### src/rtl/pch_pkg.sv
package pch_pkg;
   // Configuration dword indexes as seen on the request port
   localparam logic [3:0] IDX_ID = 4'h0;
   localparam logic [3:0] IDX_CMD_STAT = 4'h1;
   localparam logic [3:0] IDX_REV_CLASS = 4'h2;
   localparam logic [3:0] IDX_MISC = 4'h3;
   // Printed byte offsets of the header registers
   localparam logic [7:0] OFS_MAKER_IDENT = 8'h00;
   localparam logic [7:0] OFS_FUNC_IDENT = 8'h02;
   localparam logic [7:0] OFS_HOST_CMD = 8'h04;
   localparam logic [7:0] OFS_HOST_STAT = 8'h06;
   localparam logic [7:0] OFS_STEP_IDENT = 8'h08;
   localparam logic [7:0] OFS_FUNC_CAT = 8'h09;
   localparam logic [7:0] OFS_LINE_SIZE = 8'h0c;
   localparam logic [7:0] OFS_LATENCY = 8'h0d;
   localparam logic [7:0] OFS_LAYOUT = 8'h0e;
   // Command register bit positions
   localparam int CMD_IO_BIT = 0;
   localparam int CMD_MEM_BIT = 1;
   localparam int CMD_BM_BIT = 2;
   localparam int CMD_PER_BIT = 6;
   localparam int CMD_SERR_BIT = 8;
   localparam int CMD_IDIS_BIT = 10;
   // Status register bit positions
   localparam int ST_INT_BIT = 3;
   localparam int ST_CAP_BIT = 4;
   localparam int ST_PAR_BIT = 8;
   localparam int ST_ERR_LSB = 11;
   localparam int ST_ERR_MSB = 15;
   localparam int NUM_ERR = 6;
   // Nonvolatile word addresses and load order
   localparam logic [7:0] NVM_ADR_VENDOR = 8'h0e;
   localparam logic [7:0] NVM_ADR_DEVICE = 8'h0d;
   localparam logic [7:0] NVM_ADR_INIT2 = 8'h19;
   localparam logic [7:0] NVM_ADR_INIT3 = 8'h1a;
   localparam logic [7:0] NVM_ADR_REV = 8'h1e;
   localparam logic [2:0] LD_VENDOR = 3'h0;
   localparam logic [2:0] LD_DEVICE = 3'h1;
   localparam logic [2:0] LD_INIT2 = 3'h2;
   localparam logic [2:0] LD_INIT3 = 3'h3;
   localparam logic [2:0] LD_REV = 3'h4;
   localparam logic [2:0] LD_LAST = 3'h4;
   localparam int NVM_IO_SUP_BIT = 11;
   localparam logic [15:0] NVM_BLANK = 16'hffff;
   // Reset and fixed values
   localparam logic [7:0] LINE_SIZE_RST = 8'h10;
   localparam logic [23:0] CLASS_NET = 24'h020000;
   localparam logic [23:0] CLASS_ALT = 24'h010000;
   localparam logic [7:0] LAYOUT_SINGLE = 8'h00;
   localparam logic [7:0] LATENCY_VAL = 8'h00;
   localparam logic [7:0] SELFTEST_VAL = 8'h00;
   localparam int NVM_WAIT_CYC = 16;

   function automatic logic [7:0] pch_nvm_word(input logic [2:0] idx);
      case (idx)
         LD_VENDOR: pch_nvm_word = NVM_ADR_VENDOR;
         LD_DEVICE: pch_nvm_word = NVM_ADR_DEVICE;
         LD_INIT2: pch_nvm_word = NVM_ADR_INIT2;
         LD_INIT3: pch_nvm_word = NVM_ADR_INIT3;
         default: pch_nvm_word = NVM_ADR_REV;
      endcase
   endfunction : pch_nvm_word
endpackage : pch_pkg

### src/rtl/pch_nvm_loader.sv
`timescale 1ns/100ps
`default_nettype none
module pch_nvm_loader
   import pch_pkg::*;
#(
   parameter int WAIT_CYC = NVM_WAIT_CYC
) (
   input wire logic clk_sys,
   input wire logic rst_b,
   input wire logic ce,
   output logic nvm_req,
   output logic [7:0] nvm_addr,
   input wire logic nvm_ack,
   input wire logic [15:0] nvm_rdata,
   output logic ld_vld,
   output logic ld_ok,
   output logic [2:0] ld_idx,
   output logic [15:0] ld_data,
   output logic ld_done
);
   localparam int CW = $clog2(WAIT_CYC + 1);
   localparam logic [CW-1:0] WAIT_LAST = CW'(WAIT_CYC - 1);

   if (WAIT_CYC < 1) begin : g_chk
      $error("WAIT_CYC must be at least one");
   end

   typedef enum logic [2:0] {
      S_REQ = 3'b001,
      S_WAIT = 3'b010,
      S_DONE = 3'b100
   } pch_ld_state_t;

   typedef struct packed {
      pch_ld_state_t st;
      logic [2:0] idx;
      logic [CW-1:0] cnt;
      logic req;
      logic [7:0] addr;
      logic vld;
      logic ok;
      logic [2:0] vidx;
      logic [15:0] data;
      logic done;
   } pch_ld_t;

   pch_ld_t q, d;

   always_comb begin
      d = q;
      d.vld = 1'b0;
      case (q.st)
         S_REQ: begin
            d.req = 1'b1;
            d.addr = pch_nvm_word(q.idx);
            d.cnt = '0;
            d.st = S_WAIT;
         end
         S_WAIT: begin
            // A silent memory must not stall the header; give up and default
            if (nvm_ack || q.cnt == WAIT_LAST) begin
               d.req = 1'b0;
               d.vld = 1'b1;
               d.ok = nvm_ack;
               d.vidx = q.idx;
               d.data = nvm_rdata;
               if (q.idx == LD_LAST) begin
                  d.st = S_DONE;
               end else begin
                  d.idx = q.idx + 3'h1;
                  d.st = S_REQ;
               end
            end else begin
               d.cnt = q.cnt + CW'(1);
            end
         end
         S_DONE: d.done = 1'b1;
         default: d.st = S_DONE;
      endcase
   end

   always_ff @(posedge clk_sys) begin
      if (!rst_b) begin
         q <= '{st: S_REQ, default: '0};
      end else if (ce) begin
         q <= d;
      end
   end

   assign nvm_req = q.req;
   assign nvm_addr = q.addr;
   assign ld_vld = q.vld;
   assign ld_ok = q.ok;
   assign ld_idx = q.vidx;
   assign ld_data = q.data;
   assign ld_done = q.done;
endmodule : pch_nvm_loader
`default_nettype wire

### src/rtl/pch_config_header.sv
`timescale 1ns/100ps
`default_nettype none
// Functional notes
// Vendor field loads nvm word, defaults otherwise
// All-ones vendor word falls back to default
// Device field read-only, loadable from nvm
// Command enables read-write, reset to zero
// Unsupported command bits read zero, ignore writes
// No I/O support forces I/O enable zero
// Interrupt disable bit blocks legacy interrupt messages
// Status bit 3 shows pending interrupt
// Capabilities status bit always reads one
// Timing and capability status bits hardwired zero
// Error flags set by hardware, write-one clears
// Revision is stepping code xor nvm word
// Class code fixed network controller value
// Line size read-write, nvm loaded, no effect
// Latency byte reads zero, writes ignored
// Layout type reads single-function zero
module pch_config_header
   import pch_pkg::*;
#(
   parameter logic [15:0] VENDOR_DEFAULT = 16'h1a2b, // arbitrary value
   parameter logic [15:0] DEVICE_DEFAULT = 16'h3c4d, // arbitrary value
   parameter logic [7:0] STEP_CODE = 8'h5a, // arbitrary value
   parameter logic [23:0] CLASS_CODE = CLASS_NET,
   parameter int WAIT_CYC = NVM_WAIT_CYC
) (
   input wire logic clk_sys,
   input wire logic rst_b,
   input wire logic ce,
   input wire logic cfg_req,
   input wire logic cfg_wr,
   input wire logic [3:0] cfg_idx,
   input wire logic [3:0] cfg_be,
   input wire logic [31:0] cfg_wdata,
   output logic cfg_ack,
   output logic [31:0] cfg_rdata,
   output logic nvm_req,
   output logic [7:0] nvm_addr,
   input wire logic nvm_ack,
   input wire logic [15:0] nvm_rdata,
   input wire logic [NUM_ERR-1:0] err_event,
   input wire logic intr_pending,
   output logic io_space_en,
   output logic mem_space_en,
   output logic bus_mastering_permit,
   output logic parity_resp_en,
   output logic serr_report_en,
   output logic intr_msg_permit,
   output logic init_done
);
   if (CLASS_CODE != CLASS_NET && CLASS_CODE != CLASS_ALT) begin : g_chk
      $error("CLASS_CODE must be a network controller code");
   end

   typedef struct packed {
      logic [15:0] vend;
      logic [15:0] dev;
      logic io_sup;
      logic [7:0] line;
      logic [7:0] revw;
      logic io;
      logic mem;
      logic bm;
      logic per;
      logic serr;
      logic idis;
      logic [NUM_ERR-1:0] err;
      logic pend;
      logic permit;
      logic done;
      logic ack;
      logic [3:0] ack_idx;
      logic [31:0] rdata;
   } pch_regs_t;

   localparam pch_regs_t RST_VAL = '{
      vend: VENDOR_DEFAULT,
      dev: DEVICE_DEFAULT,
      io_sup: 1'b1,
      line: LINE_SIZE_RST,
      default: '0
   };

   pch_regs_t q, d;
   logic ld_vld;
   logic ld_ok;
   logic [2:0] ld_idx;
   logic [15:0] ld_data;
   logic ld_done;
   logic take;
   logic good;
   logic [15:0] cmd_word;
   logic [15:0] stat_word;
   logic [NUM_ERR-1:0] w1c;

   pch_nvm_loader #(
      .WAIT_CYC(WAIT_CYC)
   ) u_loader (
      .clk_sys(clk_sys),
      .rst_b(rst_b),
      .ce(ce),
      .nvm_req(nvm_req),
      .nvm_addr(nvm_addr),
      .nvm_ack(nvm_ack),
      .nvm_rdata(nvm_rdata),
      .ld_vld(ld_vld),
      .ld_ok(ld_ok),
      .ld_idx(ld_idx),
      .ld_data(ld_data),
      .ld_done(ld_done)
   );

   // Host is held off until the stored words are in place
   assign take = cfg_req && q.done && !q.ack;
   assign good = ld_ok && ld_data != NVM_BLANK;

   always_comb begin
      cmd_word = '0;
      cmd_word[CMD_IO_BIT] = q.io;
      cmd_word[CMD_MEM_BIT] = q.mem;
      cmd_word[CMD_BM_BIT] = q.bm;
      cmd_word[CMD_PER_BIT] = q.per;
      cmd_word[CMD_SERR_BIT] = q.serr;
      cmd_word[CMD_IDIS_BIT] = q.idis;
      stat_word = '0;
      stat_word[ST_INT_BIT] = q.pend;
      stat_word[ST_CAP_BIT] = 1'b1;
      stat_word[ST_PAR_BIT] = q.err[0];
      stat_word[ST_ERR_MSB:ST_ERR_LSB] = q.err[NUM_ERR-1:1];
   end

   always_comb begin
      w1c = '0;
      if (take && cfg_wr && cfg_idx == IDX_CMD_STAT) begin
         // Status bits 15:8, flag 8 included, all sit in byte 3
         if (cfg_be[3]) begin
            w1c[NUM_ERR-1:1] = cfg_wdata[16+ST_ERR_MSB:16+ST_ERR_LSB];
            w1c[0] = cfg_wdata[16+ST_PAR_BIT];
         end
      end
   end

   always_comb begin
      d = q;
      d.ack = take;
      d.pend = intr_pending;
      d.done = ld_done;
      // Held low while disabled, even if pending stays visible
      d.permit = intr_pending && !q.idis;
      // New events win over a clear in the same cycle
      d.err = (q.err & ~w1c) | err_event;
      if (ld_vld) begin
         case (ld_idx)
            LD_VENDOR: d.vend = good ? ld_data : VENDOR_DEFAULT;
            LD_DEVICE: d.dev = good ? ld_data : DEVICE_DEFAULT;
            LD_INIT2: d.io_sup = good ? ld_data[NVM_IO_SUP_BIT] : 1'b1;
            LD_INIT3: d.line = good ? ld_data[7:0]
                                    : LINE_SIZE_RST;
            LD_REV: d.revw = good ? ld_data[7:0] : 8'h00;
            default: d.revw = q.revw;
         endcase
      end
      if (take) begin
         d.ack_idx = cfg_idx;
         case (cfg_idx)
            IDX_ID: d.rdata = {q.dev, q.vend};
            IDX_CMD_STAT: d.rdata = {stat_word, cmd_word};
            IDX_REV_CLASS: d.rdata = {CLASS_CODE,
                                      STEP_CODE ^ q.revw};
            IDX_MISC: d.rdata = {SELFTEST_VAL, LAYOUT_SINGLE, LATENCY_VAL,
                                 q.line};
            default: d.rdata = '0;
         endcase
         if (cfg_wr && cfg_idx == IDX_CMD_STAT && cfg_be[0]) begin
            d.io = cfg_wdata[CMD_IO_BIT];
            d.mem = cfg_wdata[CMD_MEM_BIT];
            d.bm = cfg_wdata[CMD_BM_BIT];
            d.per = cfg_wdata[CMD_PER_BIT];
         end
         if (cfg_wr && cfg_idx == IDX_CMD_STAT && cfg_be[1]) begin
            d.serr = cfg_wdata[CMD_SERR_BIT];
            d.idis = cfg_wdata[CMD_IDIS_BIT];
         end
         if (cfg_wr && cfg_idx == IDX_MISC && cfg_be[0]) begin
            d.line = cfg_wdata[7:0];
         end
      end
      if (!d.io_sup) begin
         d.io = 1'b0;
      end
   end

   always_ff @(posedge clk_sys) begin
      if (!rst_b) begin
         q <= RST_VAL;
      end else if (ce) begin
         q <= d;
      end
   end

   assign cfg_ack = q.ack;
   assign cfg_rdata = q.rdata;
   assign io_space_en = q.io;
   assign mem_space_en = q.mem;
   assign bus_mastering_permit = q.bm;
   assign parity_resp_en = q.per;
   assign serr_report_en = q.serr;
   assign intr_msg_permit = q.permit;
   assign init_done = q.done;
endmodule : pch_config_header
`default_nettype wire

### config.mk
export PLATFORM = sky130hd
export DESIGN_NAME = pch_config_header
export DESIGN_NICKNAME = d
export VERILOG_FILES = /design/src/rtl/pch_pkg.sv /design/src/rtl/pch_nvm_loader.sv /design/src/rtl/pch_config_header.sv
export SDC_FILE = /design/constraint.sdc
export NUM_CORES = 1
export LEC_CHECK = 0
export BUFFER_PORTS_ARGS = -buffer_cell sky130_fd_sc_hd__clkbuf_2
export CAP_MARGIN = 15
export CORE_AREA = 5 5 116 118
export CTS_CLUSTER_DIAMETER = 150
export DETAILED_ROUTE_END_ITERATION = 16
export DIE_AREA = 0 0 121 123
export PLACE_DENSITY = 0.75
export SYNTH_ARGS = -nofsm -noshare
export SYNTH_HDL_FRONTEND = slang
export SYNTH_SLANG_ARGS = --single-unit
export TNS_END_PERCENT = 10
### constraint.sdc
create_clock -name clk_sys -period 2.2 [get_ports clk_sys]
set_clock_uncertainty 0.05 [all_clocks]
set_input_delay 0.44 -clock clk_sys [delete_from_list [all_inputs] [get_ports clk_sys]]
set_output_delay 0.44 -clock clk_sys [all_outputs]
set_load 0.005 [all_outputs]
# --- Yosys cells after proc, flatten, opt, wreduce, memory -nomap -nowiden ---
# Index checks and enable logic that the tools add are counted.
word_totals:
  regBits: 139
  input_bits: 69
  output_inout_bits: 49
  elab_cells: 115
op_classes:
  n_addsub: 2
  n_eq_ne: 20
  muxes: 28
  bitwise: 6
  n_reduce_logical: 32
ops:
  columns: ["operator", "count"]
  rows:
  - ["$pmux W32 S4", 1]
  - ["$mux W8", 6]
  - ["$mux W21", 2]
  - ["$mux W16", 2]
  - ["$reduce_and A3 Y1", 10]
  - ["$mux W6", 4]
  - ["$pmux W5 S4", 1]
  - ["$mux W17", 1]
  - ["$ne A16 B16 Y1 const B", 1]
  - ["$eq A3 B2 Y1 const B", 5]
  - ["$pmux W6 S2", 1]
  - ["$logic_and A1 B1 Y1", 11]
  - ["$eq A3 B1 Y1 const B", 3]
  - ["$eq A3 B3 Y1 const B", 3]
  - ["$pmux W3 S3", 1]
  - ["$eq A4 B2 Y1 const B", 2]
  - ["$and A6 B6 Y6", 1]
  - ["$logic_not A3 Y1", 2]
  - ["$mux W3", 2]
  - ["$ne A2 B1 Y1 const B", 3]
  - ["$not A6 Y6", 1]
  - ["$or A6 B6 Y6", 1]
  - ["$reduce_and A2 Y1", 3]
  - ["$add A5 B1 Y5 const B", 1]
  - ["15 further kinds", 20]

# --- Longest topological paths before layout ---
depth:
  depth_word: 8
  ltp_mapped: 8
  mapped_depth_nobuf: 7

# --- Cells and area by module ---
# Synthesis repeated with hierarchy kept, for this count alone.
unflattened:
  hier_cells: 720
  hier_area_um2: 6439.9
by_module_without_submodules:
  columns: ["mod", "instances", "cells_per_inst", "area_each_um2", "seq_area_each_um2"]
  rows:
  - ["pch_config_header", 1, 488, 4465.5, 1941.9]
  - ["pch_nvm_loader", 1, 232, 1974.4, 780.7]

# --- Worst setup path after synthesis ---
# Ideal clock, no wire load.
synth_timing:
  kind: "reg-to-reg"
  from: "register u_loader.q[31] (netlist bit)"
  to: "register u_loader.q[32] (netlist bit)"
  setup_time_ns: 0.128
  arrival_time_ns: 1.943
  required_ns: 2.022
  path_slack_ns: 0.080
  stages_incl_launch_ff: 8
  path_buffers: 0
  synth_period_minus_slack_ns: 2.120
  path_cell_list: "dfxtp_1 > ha_1 > and3_1 > ha_1 > nor4b_1 > o21ai_0 > a32oi_1 > nor2_1"
synth_between:
  elab_chain_len: 4
  elab_cells_between_ends: 7
  classes_between: "add/sub (1); eq/ne (2); mux (2); reduce/logical (2)"
synth_lines:
  columns: ["element", "line", "rtl"]
  rows:
  - ["start, declared", "pch_nvm_loader.sv:47", "pch_ld_t q, d;"]
  - ["start signal, assigned", "pch_nvm_loader.sv:84", "q <= '{st: S_REQ, default: '0};"]
  - ["start signal, assigned", "pch_nvm_loader.sv:86", "q <= d;"]
  - ["parallel branches: the longest is 4 deep, another holds $add A5 B1 Y5", null, null]
# Parallel ways; which one is timed is not known. The select of a mux whose other input is x is not followed.
# A chain may end at the register's enable or synchronous reset.

# --- Final worst setup path ---
layout_timing:
  from: "register u_loader.q[31] (netlist bit)"
  to: "register u_loader.q[35] (netlist bit)"
# Same word-level chain as after synthesis.

==> results.json <==
{
  "grt_max_degree": 45,
  "tightestPinTransition_ns": 0.6633,
  "avgViaCountPerCell": 5.537,
  "powerDensity_mw_per_mm2": 809.9,
  "critPathLaunch": "u_loader.q[31]",
  "crit_required_ns": 2.44,
  "crit_arrival_ns": 2.26,
  "fp.dieW_um": 121,
  "cts-resized-gates": 0,
  "grt_setup_unrepaired": "false",
  "final_nets": 840,
  "port_buffers": 97,
  "clk_pin_slew_ns": 0.06,
  "period_share_pct": 91.84,
  "ir_drop_v": 0.0005510,
  "final_layout_size_suffix_gt1_share_pct": 21.75,
  "cp-endpoint": "u_loader.q[35]",
  "drt_iter0_markers": 538,
  "reg2reg_to": "u_loader.q[35]",
  "holdWs_ns": 0.1565,
  "numClockSinks": 136,
  "final_cell_mix": "dfxtp_1, nand2_1, clkbuf_2",
  "met3_usage_pct": 6.404,
  "synth_area_mm2": 0.005957,
  "cts_setup_buffers": 0,
  "vias": 5255,
  "busiest_layer": "met2",
  "ios": 118,
  "synthCells": 709,
  "cp_cell_sequence": "ha_1, and3_1, ha_1, nor4b_1, buf_4, o21ai_0, a2bb2oi_1, nor2_1",
  "path_depth": 8,
  "cpMaxStageDelayCell": "dfxtp_1",
  "clk_path_buf_depth": 2,
  "die_y_um": 123,
  "synth.avg_cell_area_um2": 8.402,
  "drc": 0,
  "r2r_slack_ns": 0.18,
  "grt_pass1_vias": 5083,
  "path_max_fanout": 6,
  "clockRootBuffer": "clkbuf_16",
  "drt_first_pass_iters": 5,
  "critPathCaptureType": "flop",
  "cp_num_buf_inv": 1,
  "ys_seq_area_share_pct": 45.70,
  "maxCapViolCount": 0,
  "r2r_start": "u_loader.q[31]",
  "dieArea_mm2": 0.01488,
  "wl_um": 15740,
  "rr_worst_depth": 8,
  "drtAntennaViolNets": 0,
  "antenna_found_initial": 0,
  "grt-ovfl-total": 0,
  "numCtsBuffers": 17,
  "outcome": "completed",
  "setup_viol": 0,
  "final_common_cell": "dfxtp_1",
  "power_leakage_nw": 2.780,
  "slew_viol_final": 0,
  "grt_usage_pct": 21.74,
  "std_cell_rows": 41,
  "synth.largest_area_cell": "dfxtp_1",
  "use_met1_pct": 26.48,
  "startpoint_type": "flop",
  "slew-limit-headroom_pct": 55.78,
  "crit_type": "reg -> reg",
  "fmax_ghz": 0.4949,
  "setup_tns_ns": 0,
  "cts-htree-levels": 4,
  "ctsHoldBuffers": 0,
  "nFillCells": 1113,
  "use_met2_pct": 36.16,
  "synth_seq_cells": 136,
  "cpMostUsedCell": "ha_1",
  "antenna-diode-count": 0,
  "wl_per_cell_um": 16.58,
  "synth_warnings": 0,
  "start_util_pct": 48.18,
  "grt_pass1_wl_um": 25540,
  "async_flop_share_pct": 0,
  "cts_tree": "yes",
  "critPathMaxStageDelay_ns": 0.33,
  "core_mm2": 0.01236,
  "clk_latency_ns": 0.42,
  "dp_hpwl_um": 11090,
  "hold_viol": 0,
  "fin_crit_ns": 2.021,
  "areaGrowthSynthToFinish_pct": 17.06,
  "ys.flop_type": "dfxtp_1",
  "synth.area.top_cells": "dfxtp_1, nand2_1, a21oi_1",
  "gp_congestion": 0.8621,
  "synth_edf_count": 0,
  "cp_top_family": "simple AND/OR/NAND/NOR gates",
  "yosysUniqueCellTypes": 58,
  "yosysTopAreaCellShare_pct": 45.70,
  "hold_path.class": "in -> reg"
}
## sequential cells by signal (all words and copies together), names as in the netlist
name / flops
u_loader.ld_done: 1
mem_space_en: 1
cfg_ack: 1
u_loader.q: 11
intr_msg_permit: 1
cfg_rdata: 32
bus_mastering_permit: 1
serr_report_en: 1
init_done: 1
u_loader.nvm_addr: 5
u_loader.ld_vld: 1
q: 56
io_space_en: 1
u_loader.nvm_req: 1
u_loader.ld_idx: 3
cmd_word: 1
parity_resp_en: 1
u_loader.ld_ok: 1
u_loader.ld_data: 16
## area by class of cell
type	count	area (um2)	share of cell area, %
inverter	9	33.78	0.4845
sequential	136	2723	39.05
tap	172	215.2	3.086
multi-input combinational	478	2723	39.05
clock buffer	17	425.4	6.101
clock inverter	15	167.7	2.404
timing repair buffer	122	685.7	9.833
## worst min-delay path by stage
stage,startpoint,endpoint,slack [ns],cells after the start
floorplan,q[91],q[91],0.38,2
global placement,q[57],q[57],0.39,2
detailed placement,q[54],q[54],0.40,2
CTS,cfg_wdata[27],q[41],0.15,2
global route,cfg_wdata[24],q[40],0.15,2
finish,cfg_wdata[27],q[41],0.16,2
## metrics by stage
stage               std cells  util (%)  cell area, um2  power, W  setup WS [ns]
floorplan                 711         -            5964  0.002756        0.07976
global placement          917     51.60            6380  0.002863         0.2077
detailed placement        917     51.60            6380  0.002874         0.1644
CTS                       949     56.40            6973  0.005666         0.1950
global route              949     56.40            6973  0.005845        0.03948
finish                    949     56.40            6973  0.005647         0.1795
## metal layers
layer  wire length, um  up-vias
li1                  -     2559
met1              6589     2479
met2              7680      182
met3              1092       35
met4               376        0
met5                 0        -
## kinds of logic (layout without fill, tap and decap cells)
kind of cell / after synthesis / in the layout / synth area share [%]
buffers and inverters: 97 / 163 / 8.717
AO/OA/AOI/OAI: 162 / 162 / 17.18
multiplexers: 19 / 19 / 4.075
XOR/XNOR: 3 / 3 / 0.4412
adder cells (fa/ha/maj): 7 / 7 / 1.470
flip-flops: 136 / 136 / 45.70
AND/OR/NAND/NOR: 284 / 284 / 22.35
other: 1 / 3 / 0.06295
## power by group
| group | total, W | internal [W] | leakage (nW) | switching (W) |
|---|---|---|---|---|
| Clock | 0.00282 | 0.00169 | 0.279 | 0.00113 |
| Sequential | 0.00253 | 0.00250 | 1.10 | 0.0000291 |
| Combinational | 0.000298 | 0.000122 | 1.40 | 0.000176 |
## cell usage after synthesis, types with 6 or more instances
cell and count:
dfxtp_1 136, and2_1 9, a22oi_1 18, a21oi_1 64, nor2_1 72, a31oi_1 9, nand3_1 36, a32o_1 6
a311oi_1 6, inv_1 8, o21ai_1 8, o31ai_1 7, clkbuf_1 39, nand4_1 6, ha_1 7, nor3_1 8
buf_4 40, mux2i_1 13, nand2_1 115, o21ai_0 18, o211ai_1 13
## worst register-to-register path, cell delays in order, from the launching register on
cell and delay [ns]:
dfxtp_1 0.33, ha_1 0.21, and3_1 0.19, ha_1 0.23, nor4b_1 0.30, buf_4 0.20
o21ai_0 0.14, a2bb2oi_1 0.20, nor2_1 0.05
Note: power is estimated with default switching activity, not from simulation.
